==> config.mk <==
export PLATFORM = sky130hd
export DESIGN_NAME = cks_seq
export DESIGN_NICKNAME = d
export VERILOG_FILES = /design/src/cks_pkg.sv /design/src/cks_tmr_if.sv /design/src/cks_seq.sv /design/src/cks_timer.sv
export VERILOG_INCLUDE_DIRS = /design/src
export SDC_FILE = /design/constraint.sdc
export NUM_CORES = 1
export LEC_CHECK = 0
export BUFFER_PORTS_ARGS = -buffer_cell sky130_fd_sc_hd__buf_2
export CORE_UTILIZATION = 54
export DETAILED_ROUTE_END_ITERATION = 10
export GPL_TIMING_DRIVEN = 0
export PLACE_DENSITY = 0.78
export SKIP_CTS_REPAIR_TIMING = 1
export SYNTH_ARGS = -nofsm -noshare
export SYNTH_HDL_FRONTEND = slang
export SYNTH_SLANG_ARGS = --single-unit
==> constraint.sdc <==
create_clock -name core_clk_i -period 3 [get_ports core_clk_i]
set_input_delay 0.6 -clock core_clk_i [delete_from_list [all_inputs] [get_ports core_clk_i]]
set_output_delay 0.6 -clock core_clk_i [all_outputs]
set_load 0.02 [all_outputs]
==> src/cks_defines.svh <==
`ifndef CKS_DEFINES_SVH
`define CKS_DEFINES_SVH
// startup step lengths, in reference or feedback ticks
`define CKS_REF_CYCLES   65536
`define CKS_FB_CYCLES    65536
`define CKS_CAL_CYCLES   131072
// lock indication delay after calibration, inside 2048..2560
`define CKS_LOCK_CYCLES  2305
`define CKS_LOCK_MIN     2048
`define CKS_LOCK_MAX     2560
`define CKS_CNT_W        18
`define CKS_CFG_W        8
`define CKS_CFG_DEFAULT  8'h00
`define CKS_N_OUT        8
`define CKS_SYNC_W       2
`endif

==> src/cks_pkg.sv <==
package cks_pkg;
   typedef enum logic [5:0] {
      CKS_RAMP   = 6'h01,
      CKS_XO     = 6'h02,
      CKS_REFCNT = 6'h04,
      CKS_FBCNT  = 6'h08,
      CKS_CAL    = 6'h10,
      CKS_RUN    = 6'h20
   } cks_state_t;
   typedef enum logic {
      CKS_MODE_PIN    = 1'b0,
      CKS_MODE_SERIAL = 1'b1
   } cks_mode_t;
endpackage

==> src/cks_tmr_if.sv <==
`timescale 1ns/1ps
interface cks_tmr_if #(parameter int W = 18);
   logic         clr;
   logic         tick;
   logic [W-1:0] target;
   logic         done;
   modport ctrl  (output clr, output tick, output target, input done);
   modport timer (input clr, input tick, input target, output done);
endinterface

==> src/cks_seq.sv <==
`timescale 1ns/1ps
`include "cks_defines.svh"
module cks_seq #(
   parameter int REF_CYCLES  = `CKS_REF_CYCLES,
   parameter int FB_CYCLES   = `CKS_FB_CYCLES,
   parameter int CAL_CYCLES  = `CKS_CAL_CYCLES,
   parameter int LOCK_CYCLES = `CKS_LOCK_CYCLES,
   parameter int N_OUT       = `CKS_N_OUT,
   parameter int CFG_W       = `CKS_CFG_W
) (
   // clock and power-on reset
   input  wire logic             core_clk_i,
   input  wire logic             rst_i,
   // device pins, asynchronous
   input  wire logic             chip_reset_low_i,
   input  wire logic             power_down_pin_low_i,
   input  wire logic             si_mode_i,
   input  wire logic             xtal_amp_ok_i,
   input  wire logic [CFG_W-1:0] cfg_pins_i,
   // internal, same clock
   input  wire logic             xtal_used_i,
   input  wire logic             pfd_tick_i,
   input  wire logic             fb_tick_i,
   input  wire logic             sw_reset_i,
   input  wire logic             host_cfg_we_i,
   input  wire logic [CFG_W-1:0] host_cfg_data_i,
   input  wire logic             lock_route_i,
   // outputs
   output logic [N_OUT-1:0]      out_en_o,
   output logic                  power_down_o,
   output logic                  cal_busy_o,
   output logic                  status_output_zero_o,
   output logic                  status_output_one_o,
   output cks_pkg::cks_mode_t    mode_o,
   output logic [CFG_W-1:0]      cfg_o,
   output cks_pkg::cks_state_t   state_o
);
   import cks_pkg::*;

   localparam int SW = CFG_W + 4;

   generate
      if (REF_CYCLES < 1 || FB_CYCLES < 1 || CAL_CYCLES < 1 || LOCK_CYCLES < 1
          || CAL_CYCLES > (1 << `CKS_CNT_W) || REF_CYCLES > (1 << `CKS_CNT_W)
          || FB_CYCLES > (1 << `CKS_CNT_W) || LOCK_CYCLES > (1 << `CKS_CNT_W)
          || N_OUT < 1 || CFG_W < 1) begin : g_chk
         $error("cks_seq: unsupported parameter value");
      end
   endgenerate

   // two-flop synchronisers for every pin
   logic [SW-1:0] pin_raw;
   logic [SW-1:0] sync_a;
   logic [SW-1:0] sync_b;
   assign pin_raw = {chip_reset_low_i, power_down_pin_low_i, si_mode_i, xtal_amp_ok_i,
                     cfg_pins_i};

   always_ff @(posedge core_clk_i) begin
      if (rst_i) begin
         sync_a <= '0;
         sync_b <= '0;
      end else begin
         sync_a <= pin_raw;
         sync_b <= sync_a;
      end
   end

   logic             rst_pin_s;
   logic             pdn_s;
   logic             si_mode_s;
   logic             xo_ok_s;
   logic [CFG_W-1:0] cfg_pins_s;
   assign {rst_pin_s, pdn_s, si_mode_s, xo_ok_s, cfg_pins_s} = sync_b;

   cks_mode_t  mode;
   cks_state_t state;
   cks_state_t next_state;
   logic       init_pending;
   logic       reset_evt;
   logic       run_ok;
   logic       lock;

   // a low reset pin is a reset event in both modes and also a power input in pin mode
   assign reset_evt = !rst_pin_s || sw_reset_i || init_pending;
   assign run_ok = rst_pin_s && pdn_s
                   && !(sw_reset_i && mode == CKS_MODE_SERIAL);

   // power-up reset event lasts until the pin synchronisers have filled, so the
   // interface-select level caught at power-up is the real one
   logic [`CKS_SYNC_W:0] init_sr;
   assign init_pending = init_sr[0];
   always_ff @(posedge core_clk_i) begin
      if (rst_i) begin
         init_sr <= '1;
      end else begin
         init_sr <= {1'b0, init_sr[`CKS_SYNC_W:1]};
      end
   end

   always_ff @(posedge core_clk_i) begin
      if (rst_i) begin
         mode <= CKS_MODE_PIN;
      end else if (reset_evt) begin
         mode <= cks_mode_t'(si_mode_s);
      end
   end

   // configuration source
   always_ff @(posedge core_clk_i) begin
      if (rst_i) begin
         cfg_o <= `CKS_CFG_DEFAULT;
      end else if (mode == CKS_MODE_PIN) begin
         cfg_o <= cfg_pins_s;
      end else if (reset_evt) begin
         cfg_o <= `CKS_CFG_DEFAULT;
      end else if (host_cfg_we_i) begin
         cfg_o <= host_cfg_data_i;
      end
   end

   // step timer
   cks_tmr_if #(.W(`CKS_CNT_W)) tmr ();

   cks_timer #(.W(`CKS_CNT_W)) u_timer (
      .core_clk_i (core_clk_i),
      .rst_i      (rst_i),
      .t          (tmr.timer)
   );

   assign tmr.clr = (state == CKS_RAMP) || (state == CKS_XO) || !run_ok;

   always_comb begin
      tmr.tick   = pfd_tick_i;
      tmr.target = `CKS_CNT_W'(REF_CYCLES);
      unique case (state)
         CKS_FBCNT: begin
            tmr.tick   = fb_tick_i;
            tmr.target = `CKS_CNT_W'(FB_CYCLES);
         end
         CKS_CAL: tmr.target = `CKS_CNT_W'(CAL_CYCLES);
         CKS_RUN: tmr.target = `CKS_CNT_W'(LOCK_CYCLES);
         default: tmr.target = `CKS_CNT_W'(REF_CYCLES);
      endcase
   end

   // startup sequence
   always_comb begin
      next_state = state;
      unique case (state)
         CKS_RAMP: if (run_ok) begin
            next_state = xtal_used_i ? CKS_XO : CKS_REFCNT;
         end
         CKS_XO: if (xo_ok_s) begin
            next_state = CKS_REFCNT;
         end
         CKS_REFCNT: if (tmr.done) begin
            next_state = CKS_FBCNT;
         end
         CKS_FBCNT: if (tmr.done) begin
            next_state = CKS_CAL;
         end
         CKS_CAL: if (tmr.done) begin
            next_state = CKS_RUN;
         end
         CKS_RUN: next_state = CKS_RUN;
         default: next_state = CKS_RAMP;
      endcase
      if (!run_ok) begin
         next_state = CKS_RAMP;
      end
   end

   always_ff @(posedge core_clk_i) begin
      if (rst_i) begin
         state <= CKS_RAMP;
      end else begin
         state <= next_state;
      end
   end

   // lock rises when the timer first expires in the run state
   always_ff @(posedge core_clk_i) begin
      if (rst_i || state != CKS_RUN || !run_ok) begin
         lock <= 1'b0;
      end else if (tmr.done) begin
         lock <= 1'b1;
      end
   end

   always_ff @(posedge core_clk_i) begin
      if (rst_i) begin
         out_en_o             <= '0;
         power_down_o         <= 1'b1;
         cal_busy_o           <= 1'b0;
         status_output_zero_o <= 1'b0;
         status_output_one_o  <= 1'b0;
         mode_o               <= CKS_MODE_PIN;
         state_o              <= CKS_RAMP;
      end else begin
         out_en_o     <= {N_OUT{state == CKS_RUN && run_ok}};
         power_down_o <= !pdn_s || (mode == CKS_MODE_PIN && !rst_pin_s);
         cal_busy_o   <= (state == CKS_CAL);
         status_output_zero_o <= lock && lock_route_i;
         status_output_one_o  <= (state == CKS_RUN);
         mode_o       <= mode;
         state_o      <= state;
      end
   end

   // lock delay measured from entry to run
   logic [`CKS_CNT_W-1:0] run_cnt;
   always_ff @(posedge core_clk_i) begin
      if (rst_i || state != CKS_RUN) begin
         run_cnt <= '0;
      end else if (pfd_tick_i && !lock) begin
         run_cnt <= run_cnt + `CKS_CNT_W'(1);
      end
   end
endmodule

==> src/cks_timer.sv <==
`timescale 1ns/1ps
module cks_timer #(
   parameter int W = 18
) (
   input wire logic core_clk_i,
   input wire logic rst_i,
   cks_tmr_if.timer t
);
   logic [W-1:0] cnt;
   logic         at_end;

   assign at_end = (cnt == t.target - W'(1));
   assign t.done = t.tick && at_end && !t.clr;

   // counts ticks and wraps to zero on the last one
   always_ff @(posedge core_clk_i) begin
      if (rst_i || t.clr) begin
         cnt <= '0;
      end else if (t.tick) begin
         cnt <= at_end ? '0 : cnt + W'(1);
      end
   end
endmodule

==> results.yml <==
synth:
  seq_area_frac_synth_pct: 51.1
  muxShareOfSynthArea_pct: 0
  ys_top_cells_by_area: "dfxtp_1 (51%), nor2b_1 (6.8%), nor2_1 (5.0%), xor2_1 (3.1%), o21ai_0 (3.0%)"
  synth_top_area_share_pct: 51.1
  syn_area_sq_mm: 0.00286
  synthCells: 304
  postSynthAreaPerCell_sq_um: 9.41
  ys_warn_count: 0
  synth_fa_ha_area_share_pct: 0.437
  synth_cell_types: 46
  yosys.area_share.simple_pct: 29.2
  synth_compound_area_share_pct: 9.49
  synth-xor-area-share_pct: 5.20
  synth_seq_cells: 73
  synth_top_cell_by_area: "dfxtp_1"
  synth_top_family_by_area: "simple AND/OR/NAND/NOR gates"
  syn-num-nets: 333
finish:
  diodes: 0
  synthToLayoutAreaGrowth_pct: 20.4
  nets: 398
  nFillCells: 411
  final_area_sq_mm: 0.00344
  drive_gt1_share_pct: 24.6
  stdcell_count: 444
timing:
  fin_ws_ns: 0.326
  setup_viol: 0
  finalHoldViolCount: 0
  drv_slew: 0
  slew_headroom_pct: 44.3
  rsz0062_at_grt: "false"
  fmax_mhz: 374
  clock_skew_ns: 0.0131
  period_share_pct: 89.1
  period_needed_ns: 2.67
  setup-tns-final_ns: 0
  tightest_slew_ns: 0.830
worst_setup_path:
  worstPathRequired_ns: 3.25
  worstPathCellList: "buf_2 > nor4_1 > nand3_1 > and2_1 > or4b_1 > buf_2 > nand3_4 > buf_8 > nor2_1"
  crit_type: "flip-flop to flip-flop"
  endpoint_kind: "flip-flop"
  slowest_stage: "nor4_1"
  critPathLaunchType: "flip-flop"
  cp.arrival_ns: 2.92
  timing.reg2reg.setup_slack_ns: 0.33
  cp_slowest_stage_delay_ns: 0.58
  critical_path_buf_inv_count: 3
  crit_family: "simple AND/OR/NAND/NOR gates"
  cp_common_cell: "buf_2"
  worstPathMaxFanout: 10
clocking:
  cts_tree: "done"
  cts.sinks: 73
  cts_buffer_depth: 2
  clkLatencyLatePin_ns: 0.35
  htreeDepth: 3
  cts_buffers: 9
  clk_pin_slew_ns: 0.08
  root_buffer: "clkbuf_8"
detailed_routing:
  postRouteAntennaNets: 0
  drc_errors: 0
  drt_iter0_drc: 160
  wirelength_um: 5370
  routedWlPerCell_um: 12.1
  num_vias: 2257
  via_per_inst: 5.08
  firstDrtPassIters: 4
global_routing:
  grt_max_degree: 15
  grt_overflow: 0
  track_usage_pct: 20.4
  antenna_found_initial: 0
  grt_first_pass_wirelength_um: 8540
  grt_pass1_vias: 1939
placement:
  dp_hpwl_um: 3870
  pre_cts_ws_ns: 0.398
  portBuffers: 54
  numPlacedInstances: 428
  place_area_sq_mm: 0.00322
  gp_congestion: 0.850
floorplan:
  die-area_sq_mm: 0.00559
  core_area_sq_mm: 0.00511
  die_w_um: 74.8
  die_h_um: 74.8
  start_util_pct: 56.0
  row_count: 26
  io_pins: 55
job:
  cap_violations: 0
power:
  p_leak_nw: 1.40
  p_total_w: 0.00192
  vdd_drop_max_mv: 0.311
  p_per_area_mw_per_mm2: 558
hold_path:
  min_path_type: "input port to flip-flop"
status:
  status: "complete, no violations"
-- synth_stat cells, drive strengths merged --
| cell | count |
|---|---|
| dfxtp | 73 |
| nor2 | 38 |
| nor2b | 31 |
| o21ai | 17 |
| nand2 | 15 |
| buf | 12 |
| nand2b | 12 |
| nand3 | 12 |
| xor2 | 10 |
| a22o | 7 |
| nand4 | 7 |
| xnor2 | 7 |
| and3 | 6 |
| clkbuf | 6 |
| a21oi | 5 |
| nor4 | 5 |
| or2 | 5 |
| and4 | 3 |
| inv | 3 |
| a211o | 2 |
| a211oi | 2 |
| a21bo | 2 |
| and2 | 2 |
| nand3b | 2 |
| nor3 | 2 |
| nor3b | 2 |
| nor4b | 2 |
| or4 | 2 |
| a21boi | 1 |
| a221oi | 1 |
| and3b | 1 |
| clkinv | 1 |
| ha | 1 |
| o211ai | 1 |
| o21a | 1 |
| o22ai | 1 |
| o32a | 1 |
| or3 | 1 |
| or3b | 1 |
| or4b | 1 |
-- power by group --
part	switching [W]	internal, W
registers	0.00000718	0.000989
logic	0.0000346	0.0000354
clock network	0.000381	0.000475
total	0.000422	0.00150
-- layer usage --
| layer | track usage (%) | part of all wire [%] | vias to the layer above |
|---|---|---|---|
| li1 | - | - | 1166 |
| met1 | 26.2 | 49 | 1028 |
| met2 | 32.6 | 46 | 53 |
| met3 | 4.42 | 3.4 | 10 |
| met4 | 10.1 | 1.8 | 0 |
| met5 | 0 | 0 | - |
-- layout make-up --
class | instances | area (sq um) | area share [%]
clock buffers | 9 | 124 | 3.60
repair buffers | 54 | 270 | 7.85
clock inverters | 7 | 101 | 2.94
multi-input cells | 209 | 1270 | 36.8
inverters | 4 | 15.0 | 0.436
plain buffers | 18 | 116 | 3.38
flip-flops and latches | 73 | 1460 | 42.4
well taps | 70 | 87.6 | 2.54
-- cell usage in the layout (no fill, tap or decap), types with 2 or more instances in the layout --
master and instances:
a211o_1 2, a211oi_1 2, a21bo_2 2, a21oi_1 5
a22o_1 7, and2_1 2, and3_1 6, and4_1 3
buf_2 57, buf_4 7, bufinv_16 2, clkbuf_1 6
clkbuf_8 9, clkinvlp_4 2, dfxtp_1 73, inv_1 3
inv_6 2, nand2_1 15, nand2b_1 12, nand3_1 11
nand3b_1 2, nand4_1 7, nor2_1 38, nor2b_1 31
nor3_1 2, nor3b_1 2, nor4_1 5, nor4b_1 2
o21ai_0 17, or2_2 4, xnor2_1 7, xor2_1 10
-- per-stage QoR --
step	util [%]	hold slack (ns)
final	67.4	0.369
after global routing	67.4	0.369
after CTS	67.4	0.360
after detailed placement	63.0	0.398
after global placement	63.0	0.393
after floorplan	-	0.389
-- flip-flops by register name, summed over array words and instances (netlist names), 3 cells and up --
signal,cells
state_o,6
init_sr,3
cfg_o,8
u_timer.cnt,18
state,6
sync_b,12
sync_a,12
-- cells by family (layout without fill, tap and decap cells) --
group / after synthesis / after routing
compound gates: 41 / 41
buf+inv: 22 / 92
xor+xnor: 17 / 17
flops: 73 / 73
fa+ha+maj: 1 / 1
simple gates: 150 / 150
-- path summary, 6_finish.rpt --
path | startpoint | to | cells past startpoint
setup reg to reg | state[0] | u_timer.cnt[15] | 9
hold / removal | rst_i | init_sr[2] | 1
hold reg to reg | init_sr[2] | init_sr[1] | 1
setup / recovery | state[0] | u_timer.cnt[15] | 9
Power figures use the tool's default switching activity.
